--- config.mk ---
export PLATFORM = sky130hd
export DESIGN_NAME = itas_top
export DESIGN_NICKNAME = d
export VERILOG_FILES = /design/src/hw/itas_pkg.sv /design/src/hw/itas_link_if.sv /design/src/hw/itas_pin_seq.sv /design/src/hw/itas_top.sv
export VERILOG_INCLUDE_DIRS = /design/src /design/src/hw
export SDC_FILE = /design/constraint.sdc
export NUM_CORES = 1
export LEC_CHECK = 0
export BUFFER_PORTS_ARGS = -buffer_cell sky130_fd_sc_hd__clkbuf_2
export CAP_MARGIN = 25
export CORE_MARGIN = 2
export CORE_UTILIZATION = 53
export CTS_BUF_LIST = sky130_fd_sc_hd__clkbuf_8 sky130_fd_sc_hd__clkbuf_16
export DETAILED_ROUTE_END_ITERATION = 8
export PLACE_DENSITY = 0.95
export SKIP_LAST_GASP = 1
export SLEW_MARGIN = 10
export SYNTH_ARGS = -nofsm -noshare
export SYNTH_HDL_FRONTEND = slang
export SYNTH_SLANG_ARGS = --single-unit
--- constraint.sdc ---
create_clock -name clk_in -period 5.02 [get_ports clk_in]
set_input_delay 0.251 -clock clk_in [delete_from_list [all_inputs] [get_ports clk_in]]
set_output_delay 0.251 -clock clk_in [all_outputs]
set_load 0.01 [all_outputs]
--- src/hw/itas_defs.svh ---
// Offsets, field positions, reset values and masks of the transmit abort cause block
`ifndef ITAS_DEFS_SVH
`define ITAS_DEFS_SVH
`define ITAS_OFS_SDA_HOLD 32'h5000137C
`define ITAS_OFS_ABRT_SRC 32'h50001380
`define ITAS_OFS_ABRT_CLR 32'h50001354
`define ITAS_RST_SDA_HOLD 16'h0001
`define ITAS_RST_ABRT_SRC 16'h0000
`define ITAS_B_SLVRD 15
`define ITAS_B_SLVARB 14
`define ITAS_B_SLVFLUSH 13
`define ITAS_B_ARBLOST 12
`define ITAS_B_MSTDIS 11
`define ITAS_B_TENRD 10
`define ITAS_B_SBNORS 9
`define ITAS_B_HSNORS 8
`define ITAS_B_SBACK 7
`define ITAS_B_HSACK 6
`define ITAS_B_GCRD 5
`define ITAS_B_GCNACK 4
`define ITAS_B_DATNACK 3
`define ITAS_B_A10_2 2
`define ITAS_B_A10_1 1
`define ITAS_B_A7 0
`define ITAS_CMD_RW_BIT 8
`define ITAS_SLAVE_MASK 16'hE000
`endif

--- src/hw/itas_pkg.sv ---
// Types shared by the transmit abort cause block
package itas_pkg;
   // Which byte of a master transfer just had its acknowledge sampled
   typedef enum logic [6:0] {
      ITAS_PH_ADDR7 = 7'h01,
      ITAS_PH_ADDR10_1 = 7'h02,
      ITAS_PH_ADDR10_2 = 7'h04,
      ITAS_PH_DATA = 7'h08,
      ITAS_PH_GCALL = 7'h10,
      ITAS_PH_SBYTE = 7'h20,
      ITAS_PH_HSCODE = 7'h40
   } itas_phase_e;
   // Hold-time sequencer states
   typedef enum logic [1:0] {
      ITAS_HS_IDLE = 2'h1,
      ITAS_HS_WAIT = 2'h2
   } itas_hold_e;
endpackage

--- src/hw/itas_link_if.sv ---
// Signals between the abort logic and the bus pin sequencer
`timescale 1ns/1ps
interface itas_link_if;
   logic [15:0] hold_count;
   logic drive_low;
   logic tx_active;
   logic own_lost;
   logic scl_level;
   modport core (
      output hold_count,
      output drive_low,
      output tx_active,
      input own_lost,
      input scl_level
   );
   modport pins (
      input hold_count,
      input drive_low,
      input tx_active,
      output own_lost,
      output scl_level
   );
endinterface

--- src/hw/itas_pin_seq.sv ---
// Bus pin sampling, SDA hold delay and bus ownership check
`timescale 1ns/1ps
`include "itas_defs.svh"
module itas_pin_seq (
   // Clock and synchronised reset
   input wire logic clk_in,
   input wire logic rst_n_in,
   // Bus pins
   input wire logic scl_in,
   input wire logic sda_in,
   output logic sda_out,
   output logic sda_oe_out,
   // Core side
   itas_link_if.pins lnk
);
   logic [1:0] scl_sync_q;
   logic [1:0] sda_sync_q;
   logic scl_prev_q;
   logic [15:0] cnt_q;
   logic oe_q;
   logic lost_q;
   itas_pkg::itas_hold_e st_q;
   logic scl_fall;
   logic scl_rise;

   // Two-flop synchronisers; the first stage feeds only the second
   always_ff @(posedge clk_in or negedge rst_n_in) begin
      if (!rst_n_in) begin
         scl_sync_q <= 2'h3;
         sda_sync_q <= 2'h3;
         scl_prev_q <= 1'b1;
      end else begin
         scl_sync_q <= {scl_sync_q[0], scl_in};
         sda_sync_q <= {sda_sync_q[0], sda_in};
         scl_prev_q <= scl_sync_q[1];
      end
   end
   assign scl_fall = scl_prev_q & ~scl_sync_q[1];
   assign scl_rise = ~scl_prev_q & scl_sync_q[1];

   // SDA change waits hold_count cycles after SCL falls
   always_ff @(posedge clk_in or negedge rst_n_in) begin
      if (!rst_n_in) begin
         st_q <= itas_pkg::ITAS_HS_IDLE;
         cnt_q <= 16'h0000;
         oe_q <= 1'b0;
      end else begin
         unique case (st_q)
            itas_pkg::ITAS_HS_IDLE: begin
               if (scl_fall && lnk.hold_count > 16'h0001) begin
                  cnt_q <= lnk.hold_count - 16'h0001;
                  st_q <= itas_pkg::ITAS_HS_WAIT;
               end else if (scl_fall) begin
                  oe_q <= lnk.drive_low;
               end
            end
            itas_pkg::ITAS_HS_WAIT: begin
               if (cnt_q == 16'h0001) begin
                  oe_q <= lnk.drive_low;
                  st_q <= itas_pkg::ITAS_HS_IDLE;
               end
               cnt_q <= cnt_q - 16'h0001;
            end
            // Recover from a corrupted state code
            default: begin
               st_q <= itas_pkg::ITAS_HS_IDLE;
            end
         endcase
      end
   end

   // Released line read low at SCL rise means another party owns the bus
   always_ff @(posedge clk_in or negedge rst_n_in) begin
      if (!rst_n_in) begin
         lost_q <= 1'b0;
      end else begin
         lost_q <= scl_rise & lnk.tx_active & (sda_sync_q[1] == oe_q);
      end
   end

   assign lnk.own_lost = lost_q;
   assign lnk.scl_level = scl_sync_q[1];
   assign sda_out = 1'b0;
   assign sda_oe_out = oe_q;
endmodule

--- src/hw/itas_top.sv ---
// Transmit abort cause register, SDA hold register and their Avalon-MM slave
`timescale 1ns/1ps
`include "itas_defs.svh"
module itas_top (
   // Clock and reset
   input wire logic clk_in,
   input wire logic resetn_in,
   // Avalon-MM slave
   input wire logic [31:0] avs_address_in,
   input wire logic avs_read_in,
   input wire logic avs_write_in,
   input wire logic [31:0] avs_writedata_in,
   input wire logic [3:0] avs_byteenable_in,
   output logic [31:0] avs_readdata_out,
   output logic avs_waitrequest_out,
   // Controller configuration levels
   input wire logic master_mode_enable_in,
   input wire logic repeated_start_allow_in,
   input wire logic gc_or_startbyte_request_in,
   input wire logic general_call_vs_startbyte_select_in,
   input wire logic tenbit_addr_in,
   input wire logic highspeed_mode_in,
   // Master side events
   input wire logic mst_start_req_in,
   input wire logic mst_next_read_in,
   input wire logic mst_ack_sample_in,
   input wire logic mst_ack_seen_in,
   input wire itas_pkg::itas_phase_e mst_phase_in,
   input wire logic mst_tx_active_in,
   // Slave side events
   input wire logic slave_read_service_in,
   input wire logic data_cmd_write_in,
   input wire logic [9:0] data_cmd_in,
   input wire logic slv_read_cmd_in,
   input wire logic txfifo_not_empty_in,
   input wire logic slv_tx_active_in,
   // Bit to drive on SDA
   input wire logic sda_drive_low_in,
   // Bus pins
   input wire logic scl_in,
   input wire logic sda_in,
   output logic sda_out,
   output logic sda_oe_out,
   // Abort reporting and the synchronised SCL level
   output logic [15:0] abort_cause_out,
   output logic transmit_abort_event_out,
   output logic master_abort_out,
   output logic slave_abort_out,
   output logic txfifo_flush_out,
   output logic scl_level_out
);
   logic [1:0] rst_sync_q;
   logic rst_n;
   logic ack_q;
   logic [31:0] rdata_q;
   logic [15:0] hold_q;
   logic [15:0] abrt_q;
   logic [15:0] set_d;
   logic [15:0] abrt_d;
   logic sb_pend_q;
   logic sb_cause;
   logic req;
   logic accept;
   logic clr_now;
   logic evt_q;
   logic mst_evt_q;
   logic slv_evt_q;
   logic flush_q;
   logic restart_off;
   logic ack_evt;
   logic nack_evt;
   logic mst_lost;
   logic slv_lost;

   itas_link_if lnk ();

   // Address compare used by the read mux and the write and clear decode
   function automatic logic hit(input logic [31:0] addr, input logic [31:0] ofs);
      hit = (addr == ofs);
   endfunction

   // Byte-lane merge for a 16-bit register
   function automatic logic [15:0] merge16(input logic [15:0] old,
                                           input logic [31:0] wd,
                                           input logic [3:0] be);
      logic [15:0] r;
      r = old;
      if (be[0]) begin
         r[7:0] = wd[7:0];
      end
      if (be[1]) begin
         r[15:8] = wd[15:8];
      end
      merge16 = r;
   endfunction

   // Reset release through two flops; assertion stays asynchronous
   always_ff @(posedge clk_in or negedge resetn_in) begin
      if (!resetn_in) begin
         rst_sync_q <= 2'h0;
      end else begin
         rst_sync_q <= {rst_sync_q[0], 1'b1};
      end
   end
   assign rst_n = rst_sync_q[1];

   // Bus handshake: one wait cycle, so read data is ready before release
   assign req = avs_read_in | avs_write_in;
   assign avs_waitrequest_out = req & ~ack_q;
   assign accept = req & ack_q;

   always_ff @(posedge clk_in or negedge rst_n) begin
      if (!rst_n) begin
         ack_q <= 1'b0;
      end else begin
         ack_q <= req & ~ack_q;
      end
   end

   // Read data captured in the wait cycle and held through acceptance
   always_ff @(posedge clk_in or negedge rst_n) begin
      if (!rst_n) begin
         rdata_q <= 32'h00000000;
      end else if (avs_read_in && !ack_q) begin
         if (hit(avs_address_in, `ITAS_OFS_SDA_HOLD)) begin
            rdata_q <= {16'h0000, hold_q};
         end else if (hit(avs_address_in, `ITAS_OFS_ABRT_SRC)) begin
            rdata_q <= {16'h0000, abrt_q};
         end else begin
            // Clear register and unmapped addresses read as zero
            rdata_q <= 32'h00000000;
         end
      end
   end
   assign avs_readdata_out = rdata_q;

   // Hold time register, written only on the accepting edge
   always_ff @(posedge clk_in or negedge rst_n) begin
      if (!rst_n) begin
         hold_q <= `ITAS_RST_SDA_HOLD;
      end else if (accept && avs_write_in && hit(avs_address_in, `ITAS_OFS_SDA_HOLD)) begin
         hold_q <= merge16(hold_q, avs_writedata_in, avs_byteenable_in);
      end
   end

   // Common clear: an accepted read of the clear register
   assign clr_now = accept & avs_read_in & hit(avs_address_in, `ITAS_OFS_ABRT_CLR);

   // Qualifiers for master start attempts and acknowledge sampling
   assign restart_off = ~repeated_start_allow_in;
   assign ack_evt = mst_ack_sample_in & mst_ack_seen_in;
   assign nack_evt = mst_ack_sample_in & ~mst_ack_seen_in;

   // Ownership loss goes to whichever role is transmitting; both may be
   // active, so each role is tracked on its own
   assign mst_lost = lnk.own_lost & mst_tx_active_in;
   assign slv_lost = lnk.own_lost & slv_tx_active_in;

   // START byte with restart off stays a live cause until software fixes it
   assign sb_cause = restart_off & gc_or_startbyte_request_in &
                     general_call_vs_startbyte_select_in;

   always_ff @(posedge clk_in or negedge rst_n) begin
      if (!rst_n) begin
         sb_pend_q <= 1'b0;
      end else if (!sb_cause) begin
         sb_pend_q <= 1'b0;
      end else if (mst_start_req_in) begin
         sb_pend_q <= 1'b1;
      end
   end

   // Per-cause set terms, all in one cycle
   always_comb begin
      set_d = 16'h0000;
      // Slave side causes
      set_d[`ITAS_B_SLVRD] = data_cmd_write_in & slave_read_service_in &
                             data_cmd_in[`ITAS_CMD_RW_BIT];
      set_d[`ITAS_B_SLVARB] = slv_lost;
      set_d[`ITAS_B_SLVFLUSH] = slv_read_cmd_in & txfifo_not_empty_in;
      // Arbitration loss from either role
      set_d[`ITAS_B_ARBLOST] = mst_lost | slv_lost;
      // Master start attempts
      set_d[`ITAS_B_MSTDIS] = mst_start_req_in & ~master_mode_enable_in;
      set_d[`ITAS_B_TENRD] = mst_start_req_in & restart_off & tenbit_addr_in &
                             mst_next_read_in;
      set_d[`ITAS_B_SBNORS] = sb_pend_q;
      set_d[`ITAS_B_HSNORS] = mst_start_req_in & restart_off &
                              highspeed_mode_in;
      // Master acknowledge outcomes
      set_d[`ITAS_B_SBACK] = ack_evt & (mst_phase_in == itas_pkg::ITAS_PH_SBYTE);
      set_d[`ITAS_B_HSACK] = ack_evt & highspeed_mode_in &
                             (mst_phase_in == itas_pkg::ITAS_PH_HSCODE);
      set_d[`ITAS_B_GCRD] = ack_evt & mst_next_read_in &
                            (mst_phase_in == itas_pkg::ITAS_PH_GCALL);
      set_d[`ITAS_B_GCNACK] = nack_evt & (mst_phase_in == itas_pkg::ITAS_PH_GCALL);
      set_d[`ITAS_B_DATNACK] = nack_evt & master_mode_enable_in &
                               (mst_phase_in == itas_pkg::ITAS_PH_DATA);
      set_d[`ITAS_B_A10_2] = nack_evt & tenbit_addr_in &
                             (mst_phase_in == itas_pkg::ITAS_PH_ADDR10_2);
      set_d[`ITAS_B_A10_1] = nack_evt & tenbit_addr_in &
                             (mst_phase_in == itas_pkg::ITAS_PH_ADDR10_1);
      set_d[`ITAS_B_A7] = nack_evt & ~tenbit_addr_in &
                          (mst_phase_in == itas_pkg::ITAS_PH_ADDR7);
   end

   // Sticky bits: a new event beats the clear, except bit 9, whose clear
   // wins for one cycle and whose pending cause then sets it again
   always_comb begin
      abrt_d = abrt_q | set_d;
      if (clr_now) begin
         abrt_d = set_d;
         abrt_d[`ITAS_B_SBNORS] = 1'b0;
      end
   end

   always_ff @(posedge clk_in or negedge rst_n) begin
      if (!rst_n) begin
         abrt_q <= `ITAS_RST_ABRT_SRC;
      end else begin
         abrt_q <= abrt_d;
      end
   end

   // Abort event pulses, only for causes newly appearing
   always_ff @(posedge clk_in or negedge rst_n) begin
      if (!rst_n) begin
         evt_q <= 1'b0;
         mst_evt_q <= 1'b0;
         slv_evt_q <= 1'b0;
      end else begin
         evt_q <= |(set_d & ~abrt_q);
         mst_evt_q <= |(set_d & ~abrt_q & ~`ITAS_SLAVE_MASK);
         slv_evt_q <= |(set_d & ~abrt_q & `ITAS_SLAVE_MASK);
      end
   end

   // Stale data flush accompanies the slave flush cause
   always_ff @(posedge clk_in or negedge rst_n) begin
      if (!rst_n) begin
         flush_q <= 1'b0;
      end else begin
         flush_q <= set_d[`ITAS_B_SLVFLUSH];
      end
   end

   // Pin sequencer handles hold delay and ownership checks
   assign lnk.hold_count = hold_q;
   assign lnk.drive_low = sda_drive_low_in;
   assign lnk.tx_active = mst_tx_active_in | slv_tx_active_in;

   itas_pin_seq u_pins (
      .clk_in(clk_in),
      .rst_n_in(rst_n),
      .scl_in(scl_in),
      .sda_in(sda_in),
      .sda_out(sda_out),
      .sda_oe_out(sda_oe_out),
      .lnk(lnk)
   );

   // Reporting outputs, all from flops
   assign abort_cause_out = abrt_q;
   assign transmit_abort_event_out = evt_q;
   assign master_abort_out = mst_evt_q;
   assign slave_abort_out = slv_evt_q;
   assign txfifo_flush_out = flush_q;
   assign scl_level_out = lnk.scl_level;
endmodule

# [Word-level counts from Yosys, hierarchy flattened]
# Cells that the tools add are included.
[op_classes] bitwise=48 n_eq_ne=19 magnitude_cmp=1 mux=14 n_addsub=2 reduce_logical=14
[ops] op="32-bit by 31-bit == test with 1-bit output (second input constant)" count=3
[ops] op="16-bit two-way mux" count=4
[ops] op="1-bit AND" count=35
[ops] op="16-bit one-hot mux with 2 select lines" count=1
[ops] op="16-bit by 1-bit subtractor with 16-bit output (second input constant)" count=2
[ops] op="16-bit AND" count=1
[ops] op="16-bit by 1-bit == test with 1-bit output (second input constant)" count=1
[ops] op="16-bit by 1-bit > comparator with 1-bit output (second input constant)" count=1
[ops] op="16-bit NOT" count=1
[ops] op="16-bit OR" count=1
[ops] op="16-bit OR reduction" count=1
[ops] op="13-bit OR reduction" count=1
[ops] op="2-bit AND reduction" count=4
[ops] op="7-bit by 1-bit == test with 1-bit output (second input constant)" count=1
[ops] op="7-bit by 2-bit == test with 1-bit output (second input constant)" count=1
[ops] op="7-bit by 3-bit == test with 1-bit output (second input constant)" count=1
[ops] op="7-bit by 4-bit == test with 1-bit output (second input constant)" count=1
[ops] op="7-bit by 5-bit == test with 1-bit output (second input constant)" count=1
[ops] op="7-bit by 6-bit == test with 1-bit output (second input constant)" count=1
[ops] op="7-bit == test (second input constant)" count=1
[ops] op="1-bit NOT" count=7
[ops] op="2-bit by 1-bit != test with 1-bit output (second input constant)" count=3
[ops] op="1-bit two-way mux" count=5
[ops] op="1-bit logical AND" count=4
[ops] op="other kinds (12)" count=16
[totals] in_bits=108 register_bits=97 output_inout_bits=56 word_cells=116

# [Depth between registers and ports, before layout]
[depth] depth_word=6 mapped_depth=8 mapped_depth_nobuf=7

# [Hierarchy]
# A second synthesis with hierarchy kept.
[hier_totals] cells_unflattened=422 area_unflattened_um2=4381.7
[by_module_without_submodules] module="itas_top" area_per_inst_um2=2775.2 n_inst=1 cells_each=259
[by_module_without_submodules] module="itas_pin_seq" area_per_inst_um2=1606.5 n_inst=1 cells_each=163

# [Least setup slack after synthesis]
# No wires, ideal clock.
[synth_path] path_kind="flip-flop to flip-flop" startpoint="register hold_q[6]" endpoint="register u_pins.cnt_q[10]" stages_incl_launch_ff=7 required_ns=4.887 setup_ns=0.133 slack_ns=3.142 t_arrival_ns=1.745 path_cell_list="dfrtp_1 -> or4_4 -> nor3_4 -> a21boi_2 -> buf_6 -> o22ai_1 -> o211ai_1"
[synth_between] elab_chain_len=4 elab_cells_between_ends=7
[synth_rtl] element="start: declaration" line_no="itas_top.sv:56" rtl="logic [15:0] hold_q;"
[synth_rtl] element="start signal: assignment" line_no="itas_top.sv:140" rtl="hold_q <= `ITAS_RST_SDA_HOLD;"
[synth_rtl] element="start signal: assignment" line_no="itas_top.sv:142" rtl="hold_q <= merge16(hold_q, avs_writedata_in, avs_byteenable_in);"
[synth_rtl] element="16-bit by 1-bit > comparator with 1-bit output" line_no="itas_pin_seq.sv:50" rtl="if (scl_fall && lnk.hold_count > 16'h0001) begin"
[synth_rtl] element="1-bit logical AND" line_no="itas_pin_seq.sv:50"
[synth_rtl] element="2-bit by 1-bit != test with 1-bit output (no line)"
[synth_rtl] element="2-bit AND reduction (no line)"
[synth_rtl] element="end signal: assignment" line_no="itas_pin_seq.sv:51" rtl="cnt_q <= lnk.hold_count - 16'h0001;"
[synth_rtl] element="end signal: assignment" line_no="itas_pin_seq.sv:62" rtl="cnt_q <= cnt_q - 16'h0001;"
[synth_rtl] element="end: declaration" line_no="itas_pin_seq.sv:19" rtl="logic [15:0] cnt_q;"
# Several ways; a longest one is shown, not always the timed one. The select of a mux whose other input is x is not followed.
# A chain may end at the register's enable or synchronous reset.

# [Worst setup path after layout]
[layout_path] startpoint="register hold_q[1]" endpoint="register u_pins.cnt_q[14]"
# The elaborated chain is that of the path after synthesis.

==> results.json <==
{
  "ir_drop_mv": 0.182,
  "power_density_mw_per_mm2": 243,
  "dieArea_mm2": 0.00858,
  "drt_iter0_drc": 341,
  "path_buf_inv": 1,
  "synth-adder-area-share_pct": 1.20,
  "timing.slew.headroom_pct": 47.2,
  "yosys.area.top_type": "dfrtp_1",
  "via_count": 3690,
  "synth_compound_area_share_pct": 14.0,
  "drcViolationCount": 0,
  "cpMaxStageDelayCell": "nor3b_1",
  "hold_viol": 0,
  "fmax_mhz": 421,
  "die_h_um": 92.7,
  "postLayoutCellArea_mm2": 0.00498,
  "max_slew.worst_pin.slew_ns": 0.787,
  "path_clk_slew_ns": 0.09,
  "avgSynthCellArea_um2": 11.0,
  "finalCritPeriodShare_pct": 47.4,
  "post-route-util_pct": 64.7,
  "area_delta_synth_final_pct": 19.5,
  "cts_num_sinks": 81,
  "tns_ns": 0,
  "async_reset_ff_share_pct": 100,
  "crit_chain": "inv_1 > ha_1 > nor3b_1 > nand2_1 > nor4_1 > xnor2_1 > a221oi_1",
  "ys_seq_area_share_pct": 48.9,
  "root_buffer": "clkbuf_8",
  "antenna_cells": 0,
  "die_w_um": 92.7,
  "yosys_most_used_dff": "dfrtp_1",
  "yosys.area_share.simple_pct": 22.0,
  "dp_hpwl_um": 8090,
  "r2r_cells": 7,
  "synth_top_family_by_area": "simple AND/OR/NAND/NOR gates",
  "slowest_delay_ns": 0.63,
  "crit_family": "simple AND/OR/NAND/NOR gates",
  "ctsResizeCount": 0,
  "status": "finished clean",
  "synth_warnings": 0,
  "pin_count": 164,
  "drtAntennaViolNets": 0,
  "start_util_pct": 54.2,
  "antenna_found_initial": 0,
  "rsz0062_at_grt": "no",
  "wirelength_um": 11000,
  "io_buffers": 119,
  "critPathKind": "register to register",
  "hold_path_class": "input port to register",
  "h-tree-depth": 3,
  "grt_pass1_wl_um": 17500,
  "layout_commonest_cell": "clkbuf_2",
  "drv_cap": 0,
  "tritoncts": "done",
  "period_needed_ns": 2.38,
  "synth_seq_cells": 81,
  "setup_viol": 0,
  "worst_setup_path_start_kind": "register",
  "netlist_area_mm2": 0.00417,
  "first_global_vias": 3501,
  "syn_inst": 377,
  "fin_hold_ws_ns": 0.0673,
  "leakage_nw": 2.43,
  "placed_cell_area_mm2": 0.00475,
  "most-common-layout-cells": "119 x clkbuf_2, 73 x dfrtp_1, 23 x nor2_1, 18 x conb_1",
  "coreArea_mm2": 0.00769,
  "synth_edf_count": 0,
  "num_rows": 32,
  "whs_path_depth": 2,
  "drv_slew": 0,
  "critPathCaptureType": "register",
  "skew_ns": 0.0138,
  "wl_per_cell_um": 18.1,
  "arrival_ns": 2.63,
  "grt_overflow": 0,
  "place.gp.congestion": 0.864,
  "synth.top_cell.area_share_pct": 44.5,
  "cp_max_fo": 6,
  "fin_nets": 611,
  "worstSkewPairLatency_ns": 0.36,
  "grt_use_total_pct": 26.2,
  "cts_buffer_depth": 2,
  "total_power_mw": 1.21,
  "yosys.area_share.xor_xnor_pct": 2.94,
  "synth_mux_area_share_pct": 4.60,
  "drive_above_1_share_pct": 35.3,
  "synth.distinct_cells": 61,
  "cp_data_required_time_ns": 5.27,
  "cts_buffers": 9,
  "dr.pass1.iters": 6,
  "grt_max_degree": 80,
  "synthTopCellsByArea": "dfrtp_1 44%, mux2_2 4.6%, dfstp_2 4.4%, a221o_1 3.8%, buf_4 3.6%",
  "worst-path-stages": 7,
  "routed_via_density": 6.09
}
-- report_power, final --
group	total, mW	internal [mW]	switching (mW)	leakage, nW
combinational	0.0984	0.0452	0.0531	1.33
sequential	0.680	0.666	0.0147	1.01
clock	0.431	0.180	0.251	0.0926
total	1.21	0.891	0.319	2.43
-- path summary, 6_finish.rpt --
kind / start / endpoint / slack [ns]
min in group asynchronous: resetn_in / rst_sync_q[1] / 0.21
worst min-delay path: repeated_start_allow_in / sb_pend_q / 0.07
max in group asynchronous: rst_sync_q[1] / u_pins.st_q[0] / 4.18
worst max register to register: hold_q[1] / u_pins.cnt_q[14] / 2.64
worst max-delay path: hold_q[1] / u_pins.cnt_q[14] / 2.64
worst min register to register: rst_sync_q[1] / hold_q[10] / 0.22
-- stage by stage --
stage          instances  setup WS (ns)
3_5_place_dp         586           2.68
4_1_cts              605           2.66
3_3_place_gp         586           2.75
5_1_grt              606           2.40
2_1_floorplan        393           2.61
6_report             606           2.64
-- Yosys cell counts, drive strengths merged (5+ instances only) --
cell type,instances
a211oi,5
a221o,16
a22o,5
and2,17
buf,26
dfrtp,74
dfstp,7
inv,12
mux2,17
nand2,13
nand2b,6
nand3,14
nand3b,7
nor2,23
nor3,16
nor4,19
or4,5
xnor2,8
xor2,6
-- metal layers --
| layer | global-route usage, % | share of wire [%] | up-vias |
|---|---|---|---|
| li1 | - | - | 1630 |
| met1 | 32.3 | 37 | 1778 |
| met2 | 43.8 | 50 | 242 |
| met3 | 6.59 | 9.4 | 40 |
| met4 | 11.9 | 3.8 | 0 |
| met5 | 0 | 0 | - |
-- registers in the layout (all words and copies together), names as in the netlist, 2 cells and up --
signal / flops
u_pins.cnt_q: 16
hold_q: 16
avs_readdata_out: 16
abort_cause_out: 16
rst_sync_q: 2
u_pins.scl_sync_q: 2
u_pins.sda_sync_q: 2
u_pins.st_q: 2
-- final cells by class --
cell class | count | area [um^2]
Fill cell | 561 | 2710
Inverter | 12 | 45.0
Timing Repair Buffer | 124 | 661
Clock buffer | 9 | 124
Clock inverter | 7 | 46.3
Tap cell | 102 | 128
Sequential cell | 81 | 2040
Multi-Input combinational cell | 271 | 1930
-- cell families (layout without fill, tap and decap cells) --
logic type	after synthesis	after routing
buffers and inverters	41	152
adders and majority gates	4	4
AOI/OAI and AO/OA	69	69
other	2	18
xor gates and xnor gates	14	14
muxes	17	17
DFF	81	81
and+or+nand+nor	149	149
-- timing repair --
item                       4_1_cts  5_1_grt
hold buffers                     3        0
setup buffers                    0        0
hold endpoints to repair         4        0
setup endpoints to repair        0        0
(Power assumes the default switching activity.)
